[src/dcrm_pkg.sv]
// Package for the dual-core register map: address fields, module and
// register numbers, write masks of the implemented bits.
// Assumes an APB slave with 12 address bits, one 32-bit word per register.
package dcrm_pkg;

  // ==========================================================
  // Address fields (word index = {core, module, register})
  localparam int DCRM_ADDR_W = 12;      // APB address width
  localparam int REG_LSB     = 2;       // Register field low bit
  localparam int REG_MSB     = 6;       // Register field high bit
  localparam int MOD_LSB     = 7;       // Module field low bit
  localparam int MOD_MSB     = 10;      // Module field high bit
  localparam int CORE_BIT    = 11;      // 0 supervisory, 1 processing
  localparam int N_MODULES   = 16;      // Modules per core
  localparam int N_REGS      = 32;      // Registers per module
  localparam int N_PER_CORE  = N_MODULES * N_REGS;  // 512 registers

  // ==========================================================
  // Module numbers
  localparam logic [3:0] MOD_SYS_FIRST = 4'h7;  // System modules 7..15
  localparam logic [3:0] MOD_SYS       = 4'h8;  // Module holding our system regs
  localparam logic [3:0] MOD_PER_USR   = 4'h4;  // Supervisory peripherals 0..4
  localparam logic [3:0] MOD_PER_DSP   = 4'h0;  // Processing peripherals 0 only

  // ==========================================================
  // System register numbers inside MOD_SYS
  localparam logic [4:0] R_IMR  = 5'h00;  // interrupt_mask_register
  localparam logic [4:0] R_SC   = 5'h01;  // system_control_register
  localparam logic [4:0] R_IIR  = 5'h0B;  // interrupt_identification_register
  localparam logic [4:0] R_CLOCK_CONTROL_REGISTER = 5'h0E;  // clock_control_register
  localparam logic [4:0] R_WATCHDOG_CONTROL_REGISTER = 5'h0F;  // watchdog_control_register

  // Slots of the per-core system storage
  localparam int S_IMR  = 0;
  localparam int S_SC   = 1;
  localparam int S_CLOCK_CONTROL_REGISTER = 2;
  localparam int S_WATCHDOG_CONTROL_REGISTER = 3;
  localparam int N_SLOT = 4;

  // ==========================================================
  // Implemented-bit masks
  localparam logic [15:0] M_IMR_USR  = 16'h001F;  // No module_five_mask_bit
  localparam logic [15:0] M_IMR_DSP  = 16'h0001;  // module_zero_mask_bit only
  localparam logic [15:0] M_SC_USR   = 16'h00D7;  // No bits 3 and 5
  localparam logic [15:0] M_CLOCK_CONTROL_REGISTER_USR = 16'h006F;  // No stop bit 4 kept out
  localparam logic [15:0] M_CLOCK_CONTROL_REGISTER_DSP = 16'h0007;  // Divide and power bits only
  localparam logic [15:0] M_WATCHDOG_CONTROL_REGISTER_USR = 16'h00FF;  // Watchdog control
  localparam logic [15:0] M_CONVERTER_CONTROL     = 16'hFF7F;  // Bit 7 reads zero
  localparam logic [15:0] M_FULL     = 16'hFFFF;
  localparam logic [15:0] M_NONE     = 16'h0000;
  localparam int          CK_LOCKED_LOOP_MODE_BIT   = 5;         // locked_loop_mode_bit
  localparam int          CK_LOCKED_LOOP_SELECT_BIT   = 6;         // locked_loop_select_bit

  // ==========================================================
  // Supervisory peripheral register numbers
  localparam logic [4:0] R_ADC_HI_LAST = 5'h05;  // adc0..5_output
  localparam logic [4:0] R_ADC_LO_FST  = 5'h08;  // adc0..5_output_low
  localparam logic [4:0] R_ADC_LO_LAST = 5'h0D;
  localparam logic [4:0] R_SLAVE_RESPONSE_0 = 5'h06;
  localparam logic [4:0] R_SLAVE_RESPONSE_1 = 5'h07;
  localparam logic [4:0] R_MASTER_REQUEST_0 = 5'h0E;
  localparam logic [4:0] R_DECODER_SYNC_CONTROL  = 5'h13;  // Last writable reg of module 0
  localparam logic [4:0] R_CONVERTER_CONTROL  = 5'h11;
  localparam logic [4:0] R_PO0   = 5'h00;
  localparam logic [4:0] R_PO1   = 5'h01;
  localparam logic [4:0] R_PI0   = 5'h02;
  localparam logic [4:0] R_PI1   = 5'h03;
  localparam logic [4:0] R_PORT0_IRQ_FLAGS  = 5'h04;
  localparam logic [4:0] R_PORT0_IRQ_ENABLES  = 5'h05;
  localparam logic [5:0] PM_PO0  = 6'h20;  // Storage slot {mod[0], reg}
  localparam logic [5:0] PM_PO1  = 6'h21;
  localparam logic [5:0] PM_PORT0_IRQ_FLAGS = 6'h24;

endpackage : dcrm_pkg

[src/dcrm_top.sv]
// Dual-core register map: APB slave holding the system registers of a
// supervisory core and of a processing core, and the peripheral registers of the supervisory core.
// Assumes all inputs except the port pins come from logic on clk_in.
//
// Notes on behaviour
// - Sixteen modules of thirty-two registers per core.
// - System modules 7-15, peripheral modules 0-4 (processing core: 0 only).
// - Each core has separate register sets.
// - Supervisory mask and ident lack module five.
// - Supervisory control lacks segment and program bits.
// - Supervisory clock control: loop mode 5, select 6.
// - Processing mask and ident: module zero only.
// - Processing core has no system control register.
// - Processing core has no watchdog register.
// - Processing clock control lacks stop, switchback, loop bits.
// - Supervisory peripherals occupy modules zero to four.
//
// Design decisions made here: the address map and the APB interface to the registers.
`timescale 1ns/1ps
`default_nettype none

module dcrm_top (
  // Clock and reset
  input  wire logic                  clk_in,
  input  wire logic                  srst_in,
  // APB slave
  input  wire logic                  psel_in,
  input  wire logic                  penable_in,
  input  wire logic                  pwrite_in,
  input  wire logic [11:0]           paddr_in,
  input  wire logic [31:0]           pwdata_in,
  output logic                       pready_out,
  output logic [31:0]                prdata_out,
  output logic                       pslverr_out,
  // Peripheral sources of the supervisory core, ident sources of both cores
  input  wire logic [15:0]           adc_high_in [6],
  input  wire logic [15:0]           adc_low_in  [6],
  input  wire logic [15:0]           port0_pins_in,
  input  wire logic [15:0]           port1_pins_in,
  input  wire logic [4:0]            usr_pending_in,
  input  wire logic                  dsp_pending_in,
  // Register-driven controls
  output logic [15:0]                port0_out,
  output logic [15:0]                port1_out,
  output logic [4:0]                 usr_irq_mask_out,
  output logic                       dsp_irq_mask_out,
  output logic                       fll_mode_out,
  output logic                       fll_select_out
);

  // ==========================================================
  // Address decode
  logic [3:0]  mod;                    // Module number
  logic [4:0]  rno;                    // Register number
  logic        core;                   // 1 selects processing core
  logic        setup;                  // APB setup cycle
  logic        wr_en;                  // Write takes effect this edge
  logic [15:0] wd;                     // Write data, low half

  assign mod   = paddr_in[dcrm_pkg::MOD_MSB:dcrm_pkg::MOD_LSB];
  assign rno   = paddr_in[dcrm_pkg::REG_MSB:dcrm_pkg::REG_LSB];
  assign core  = paddr_in[dcrm_pkg::CORE_BIT];
  assign setup = psel_in && !penable_in;
  assign wr_en = psel_in && penable_in && pwrite_in && !pslverr_out;
  assign wd    = pwdata_in[15:0];
  assign pready_out = 1'b1;            // Zero wait states

  // Module exists for this core
  function automatic logic mapped(input logic c, input logic [3:0] m);
    logic [3:0] top;
    top = c ? dcrm_pkg::MOD_PER_DSP : dcrm_pkg::MOD_PER_USR;
    mapped = (m >= dcrm_pkg::MOD_SYS_FIRST) || (m <= top);
  endfunction : mapped

  // Writable bits of a system register slot
  function automatic logic [15:0] sys_mask(input logic c, input logic [4:0] r);
    case (r)
      dcrm_pkg::R_IMR:  sys_mask = c ? dcrm_pkg::M_IMR_DSP  : dcrm_pkg::M_IMR_USR;
      dcrm_pkg::R_SC:   sys_mask = c ? dcrm_pkg::M_NONE     : dcrm_pkg::M_SC_USR;
      dcrm_pkg::R_CLOCK_CONTROL_REGISTER: sys_mask = c ? dcrm_pkg::M_CLOCK_CONTROL_REGISTER_DSP : dcrm_pkg::M_CLOCK_CONTROL_REGISTER_USR;
      dcrm_pkg::R_WATCHDOG_CONTROL_REGISTER: sys_mask = c ? dcrm_pkg::M_NONE     : dcrm_pkg::M_WATCHDOG_CONTROL_REGISTER_USR;
      default:          sys_mask = dcrm_pkg::M_NONE;
    endcase
  endfunction : sys_mask

  // Storage slot of a system register number
  function automatic int sys_slot(input logic [4:0] r);
    case (r)
      dcrm_pkg::R_IMR:  sys_slot = dcrm_pkg::S_IMR;
      dcrm_pkg::R_SC:   sys_slot = dcrm_pkg::S_SC;
      dcrm_pkg::R_CLOCK_CONTROL_REGISTER: sys_slot = dcrm_pkg::S_CLOCK_CONTROL_REGISTER;
      default:          sys_slot = dcrm_pkg::S_WATCHDOG_CONTROL_REGISTER;
    endcase
  endfunction : sys_slot

  // Writable bits of a supervisory peripheral register
  function automatic logic [15:0] per_mask(input logic [3:0] m, input logic [4:0] r);
    per_mask = dcrm_pkg::M_NONE;       // Read-only or absent
    if (m == 4'h0) begin
      if (r == dcrm_pkg::R_SLAVE_RESPONSE_0 || r == dcrm_pkg::R_SLAVE_RESPONSE_1) begin
        per_mask = dcrm_pkg::M_FULL;
      end else if (r == dcrm_pkg::R_CONVERTER_CONTROL) begin
        per_mask = dcrm_pkg::M_CONVERTER_CONTROL;
      end else if (r >= dcrm_pkg::R_MASTER_REQUEST_0 && r <= dcrm_pkg::R_DECODER_SYNC_CONTROL) begin
        per_mask = dcrm_pkg::M_FULL;
      end
    end else if (m == 4'h1) begin
      if (r == dcrm_pkg::R_PO0 || r == dcrm_pkg::R_PO1 ||
          r == dcrm_pkg::R_PORT0_IRQ_FLAGS || r == dcrm_pkg::R_PORT0_IRQ_ENABLES) begin
        per_mask = dcrm_pkg::M_FULL;
      end
    end
  endfunction : per_mask

  // ==========================================================
  // Port pin synchronisers and edge detect
  logic [15:0] pin_raw [2];            // Raw pins
  logic [15:0] pin_s1  [2];            // First stage
  logic [15:0] pin_s2  [2];            // Synchronised value
  logic [15:0] pin_d   [2];            // Previous synchronised value
  logic [15:0] port0_rise;             // Rising edges on port 0

  assign pin_raw[0] = port0_pins_in;
  assign pin_raw[1] = port1_pins_in;

  genvar gp;
  generate
    for (gp = 0; gp < 2; gp++) begin : g_sync
      // Two flops, then one for edge detection
      always_ff @(posedge clk_in) begin
        if (srst_in) begin
          pin_s1[gp] <= 16'h0000;
          pin_s2[gp] <= 16'h0000;
          pin_d[gp]  <= 16'h0000;
        end else begin
          pin_s1[gp] <= pin_raw[gp];
          pin_s2[gp] <= pin_s1[gp];
          pin_d[gp]  <= pin_s2[gp];
        end
      end
    end
  endgenerate

  assign port0_rise = pin_s2[0] & ~pin_d[0];

  // ==========================================================
  // System registers, one set per core
  logic [15:0] sysr [2][dcrm_pkg::N_SLOT];  // [core][slot]

  // Masked write; absent bits never load
  always_ff @(posedge clk_in) begin
    if (srst_in) begin
      for (int c = 0; c < 2; c++) begin
        for (int s = 0; s < dcrm_pkg::N_SLOT; s++) begin
          sysr[c][s] <= 16'h0000;
        end
      end
    end else if (wr_en && mod == dcrm_pkg::MOD_SYS && rno != dcrm_pkg::R_IIR) begin
      sysr[core][sys_slot(rno)] <= wd & sys_mask(core, rno);
    end
  end

  // ==========================================================
  // Supervisory peripheral storage, modules 0 and 1
  logic [15:0] pm [64];                // Indexed by {mod[0], reg}
  logic [5:0]  pm_idx;                 // Slot of current access
  logic        pm_hit;                 // Access targets stored peripheral

  assign pm_idx = {mod[0], rno};
  assign pm_hit = !core && (mod == 4'h0 || mod == 4'h1);

  // Writes, plus hardware-set port 0 flags
  always_ff @(posedge clk_in) begin
    if (srst_in) begin
      for (int i = 0; i < 64; i++) begin
        pm[i] <= 16'h0000;
      end
    end else begin
      if (wr_en && pm_hit) begin
        pm[pm_idx] <= wd & per_mask(mod, rno);
      end
      // Set wins over a clearing write in the same cycle
      if (|port0_rise) begin
        pm[dcrm_pkg::PM_PORT0_IRQ_FLAGS] <=
          ((wr_en && pm_hit && pm_idx == dcrm_pkg::PM_PORT0_IRQ_FLAGS) ? wd : pm[dcrm_pkg::PM_PORT0_IRQ_FLAGS])
          | port0_rise;
      end
    end
  end

  // ==========================================================
  // Read multiplexer
  logic [15:0] next_rd;                // Read value for this address
  logic        next_err;               // Unmapped module

  always_comb begin
    next_rd  = 16'h0000;
    next_err = !mapped(core, mod);
    if (mod == dcrm_pkg::MOD_SYS) begin
      if (rno == dcrm_pkg::R_IIR) begin
        // Only existing module bits report
        next_rd = core ? {15'h0000, dsp_pending_in}
                       : {11'h000, usr_pending_in};
      end else begin
        next_rd = sysr[core][sys_slot(rno)] & sys_mask(core, rno);
      end
    end else if (pm_hit) begin
      if (mod == 4'h0 && rno <= dcrm_pkg::R_ADC_HI_LAST) begin
        next_rd = adc_high_in[rno[2:0]];
      end else if (mod == 4'h0 && rno >= dcrm_pkg::R_ADC_LO_FST &&
                   rno <= dcrm_pkg::R_ADC_LO_LAST) begin
        next_rd = adc_low_in[3'(rno - dcrm_pkg::R_ADC_LO_FST)];
      end else if (mod == 4'h1 && rno == dcrm_pkg::R_PI0) begin
        next_rd = pin_s2[0];
      end else if (mod == 4'h1 && rno == dcrm_pkg::R_PI1) begin
        next_rd = pin_s2[1];
      end else begin
        next_rd = pm[pm_idx];          // Absent slots hold zero
      end
    end
  end

  // Answer captured in the setup cycle, held through access
  always_ff @(posedge clk_in) begin
    if (srst_in) begin
      prdata_out  <= 32'h0000_0000;
      pslverr_out <= 1'b0;
    end else if (setup) begin
      prdata_out  <= {16'h0000, next_rd};
      pslverr_out <= next_err;
    end
  end

  // ==========================================================
  // Control outputs
  assign port0_out        = pm[dcrm_pkg::PM_PO0];
  assign port1_out        = pm[dcrm_pkg::PM_PO1];
  assign usr_irq_mask_out = sysr[0][dcrm_pkg::S_IMR][4:0];
  assign dsp_irq_mask_out = sysr[1][dcrm_pkg::S_IMR][0];
  assign fll_mode_out     = sysr[0][dcrm_pkg::S_CLOCK_CONTROL_REGISTER][dcrm_pkg::CK_LOCKED_LOOP_MODE_BIT];
  assign fll_select_out   = sysr[0][dcrm_pkg::S_CLOCK_CONTROL_REGISTER][dcrm_pkg::CK_LOCKED_LOOP_SELECT_BIT];
endmodule : dcrm_top

`default_nettype wire

[config.mk]
export PLATFORM = sky130hd
export DESIGN_NAME = dcrm_top
export DESIGN_NICKNAME = d
export VERILOG_FILES = /design/src/dcrm_pkg.sv /design/src/dcrm_top.sv
export SDC_FILE = /design/constraint.sdc
export NUM_CORES = 1
export LEC_CHECK = 0
export ABC_CLOCK_PERIOD_IN_PS = 3800
export BUFFER_PORTS_ARGS = -buffer_cell sky130_fd_sc_hd__buf_2
export CAP_MARGIN = 20
export CORE_MARGIN = 5
export CORE_UTILIZATION = 35
export CTS_CLUSTER_SIZE = 25
export DETAILED_ROUTE_END_ITERATION = 8
export GPL_TIMING_DRIVEN = 1
export SLEW_MARGIN = 20
export SYNTH_ARGS = -nofsm -noshare
export SYNTH_HDL_FRONTEND = slang
export SYNTH_SLANG_ARGS = --single-unit
[constraint.sdc]
create_clock -name clk_in -period 3.8 [get_ports clk_in]
set_clock_uncertainty 0.05 [all_clocks]
set_input_delay 0.19 -clock clk_in [delete_from_list [all_inputs] [get_ports clk_in]]
set_output_delay 0.19 -clock clk_in [all_outputs]
set_load 0.005 [all_outputs]
==> flow_summary.json <==
{
  "outcome": "finished, final reports clean",
  "final_cell_mix": "1,071 x edfxtp_1, 857 x conb_1, 313 x buf_2",
  "avgSynthCellArea_um2": 16.9,
  "dp.cells": 5937,
  "gr-total-overflow": 0,
  "ir_worst_vdd_v": 0.000378,
  "synth.distinct_cells": 79,
  "leakagePower_uw": 0.0235,
  "vias": 30114,
  "core_um2": 139000,
  "critPathLaunchType": "register",
  "comb_power_share_pct": 9.2,
  "synth_area_um2": 48700,
  "hold_slack_ns": 0.0480,
  "setup_violations": 0,
  "grt_pass1_vias": 30387,
  "synth_cells": 2879,
  "gp_congestion": 0.926,
  "wl_met3_um": 12500,
  "die_height_um": 383,
  "ant_nets": 0,
  "drt_iter0_drc": 3021,
  "grtUsageTotal_pct": 20.6,
  "root_buffer": "clkbuf_16",
  "cap_violations": 0,
  "io_buffer_count": 317,
  "max_slew_margin_pct": 43.6,
  "fmax_mhz": 335,
  "placement_rows": 137,
  "reg2regPathDepth": 8,
  "crit_chain": "nand4b_1 > nor3_1 > nand2_1 > nor2_1 > nand2_1 > buf_4 > nand2b_1 > buf_4",
  "drv_slew": 0,
  "rsz0062_at_grt": "no",
  "drcViolationCount": 0,
  "yosys_warnings": 0,
  "seq_power_share_pct": 52.0,
  "cts_resized": 0,
  "worstMarginPinSlew_ns": 0.843,
  "hpwl_um": 110000,
  "r2r-start": "pslverr_out",
  "cp_max_fo": 17,
  "grt_max_degree": 69,
  "die_w_um": 383,
  "layout.nets": 4528,
  "cts_tree": "done",
  "post_drt_wl_per_cell_um": 24.8,
  "layout_commonest_cell": "edfxtp_1",
  "placed_area_um2": 56700,
  "boundaryPins": 353,
  "clkSlewWorstSetupHoldPaths_ns": 0.06,
  "final_cell_area_um2": 61200,
  "grt_pass1_wl_um": 217000,
  "r2r_slack_ns": 0.82,
  "endpoint_kind": "register",
  "swShare_pct": 23.0,
  "ctsHtreeMaxLevel": 3,
  "crit-reg2reg-capture": "pm[37][14]",
  "period_needed_ns": 2.98,
  "topRoutingLayerUsed": "met5",
  "hold_path_class": "primary input to register",
  "firstDrtPassIters": 6,
  "place_ws_ns": 0.565,
  "switchingPower_uw": 6710,
  "tns_ns": 0,
  "yosysSeqAreaShare_pct": 70.0,
  "drive_gt1_share_pct": 23.9,
  "setup_slack_ns": 0.818,
  "hold_start": "paddr_in[4]",
  "p_int_uw": 22500,
  "synthFlopType": "edfxtp_1",
  "postCtsSetupRepairBufs": 0,
  "synth-async-reset-ratio_pct": 0,
  "pwr-share-clk_pct": 38.8,
  "layout.cells.non_filler": 6223,
  "cts_buffers": 113,
  "whs_endpoint": "prdata_out[9]",
  "cellPowerDensity_nw_per_um2": 478,
  "cts_sinks": 1168,
  "holdPathStages": 5,
  "crit_arrival_ns": 3.31,
  "start_util_pct": 35.1,
  "route.final.wire_length_um": 154000,
  "slowest_stage": "nor2_1",
  "ys_ff_latch": 1168,
  "wl_met1_um": 59100,
  "wl_met2_um": 74200,
  "synth_edf_count": 1071,
  "critPathKind": "register to register",
  "critPathRequiredTime_ns": 4.13,
  "clkLatencyLatePin_ns": 0.70,
  "cts_buffer_depth": 3,
  "syn_to_final_growth_pct": 25.5,
  "finalHoldViolations": 0,
  "antenna_found_initial": 10,
  "dieArea_um2": 147000,
  "period_share_pct": 78.5,
  "routed_via_density": 4.84,
  "critical-path-max-stage-delay_ns": 0.47
}
cell type report:
| type | count | area (µm²) |
|---|---|---|
| tap | 1876 | 2350 |
| clock inverter | 68 | 668 |
| fill | 12391 | 77900 |
| timing repair buffer | 611 | 4280 |
| inverter | 9 | 33.8 |
| clock buffer | 141 | 3060 |
| sequential | 1168 | 34100 |
| multi-input combinational | 2345 | 16600 |
| antenna | 5 | 12.5 |
state kept, by name, indices dropped and copies added (netlist names):
register	flops
pslverr_out	1
pin_s2	32
pin_d	16
pm	1024
prdata_out	16
pin_s1	32
sysr	47
cell usage after synthesis, types with 15 or more instances:
master,count,area share [%]
a211oi_1,21,0.32
a21o_1,46,0.71
a21oi_1,55,0.56
a22oi_1,27,0.42
a31o_2,23,0.41
a31oi_1,15,0.19
buf_2,73,0.75
buf_4,54,0.83
clkbuf_1,63,0.49
dfxtp_1,97,4.0
edfxtp_1,1071,66
mux2_2,16,0.37
mux2i_1,133,2.7
mux4_2,262,12
nand2_1,166,1.3
nand2b_1,45,0.58
nand3_1,24,0.25
nor2_1,294,2.3
nor2b_1,87,1.1
nor3_1,22,0.23
o21ai_0,74,0.76
o22ai_1,17,0.22
routing by layer:
layer  up-vias  track usage [%]
li1      13242                -
met1     15208             25.8
met2      1377             34.4
met3       283             3.77
met4         4             10.3
met5         -                0
metrics by stage:
step / util (%) / total power (µW)
2_1_floorplan: - / 16800
3_3_place_gp: 40.8 / 18000
3_5_place_dp: 40.8 / 18100
4_1_cts: 44.0 / 29500
5_1_grt: 44.0 / 30200
6_report: 44.0 / 29200
worst max-delay path by stage:
stage	to	slack, ns	from
4_1_cts	pm[40][8]	0.93	pslverr_out
2_1_floorplan	pm[47][0]	0.72	paddr_in[2]
5_1_grt	pm[37][10]	0.77	pslverr_out
3_3_place_gp	prdata_out[15]	0.58	paddr_in[2]
3_5_place_dp	prdata_out[2]	0.57	paddr_in[2]
6_report	pm[37][14]	0.82	pslverr_out
cell families (layout without fill, tap and decap cells):
| kind of cell | Yosys count | after routing | synth area share [%] |
|---|---|---|---|
| AO/OA/AOI/OAI | 360 | 360 | 5.07 |
| adder cells (fa/ha/maj) | 1 | 1 | 0.0257 |
| buffers and inverters | 221 | 829 | 2.48 |
| flip-flops | 1168 | 1168 | 70.0 |
| multiplexers | 420 | 420 | 15.7 |
| other | 2 | 862 | 0.0154 |
| AND/OR/NAND/NOR | 707 | 707 | 6.74 |
critical path: cells and delay by family (launching register included):
family | cells | cell delay (ns)
DFF | 1 | 0.39
buffers and inverters | 2 | 0.53
and+or+nand+nor | 6 | 1.67
power groups by stage:
stage | clock (µW) | sequential (µW) | combinational [µW]
3_3_place_gp | 0 | 15400 | 2590
4_1_cts | 11600 | 15200 | 2670
5_1_grt | 12100 | 15300 | 2860
3_5_place_dp | 0 | 15500 | 2600
6_report | 11400 | 15200 | 2700
2_1_floorplan | 0 | 15400 | 1500
repair_timing:
action,4_1_cts,5_1_grt
hold buffers,72,0
endpoints found under the setup margin,0,0
endpoints found under the hold margin,71,0
Power figures use the tool's default switching activity.
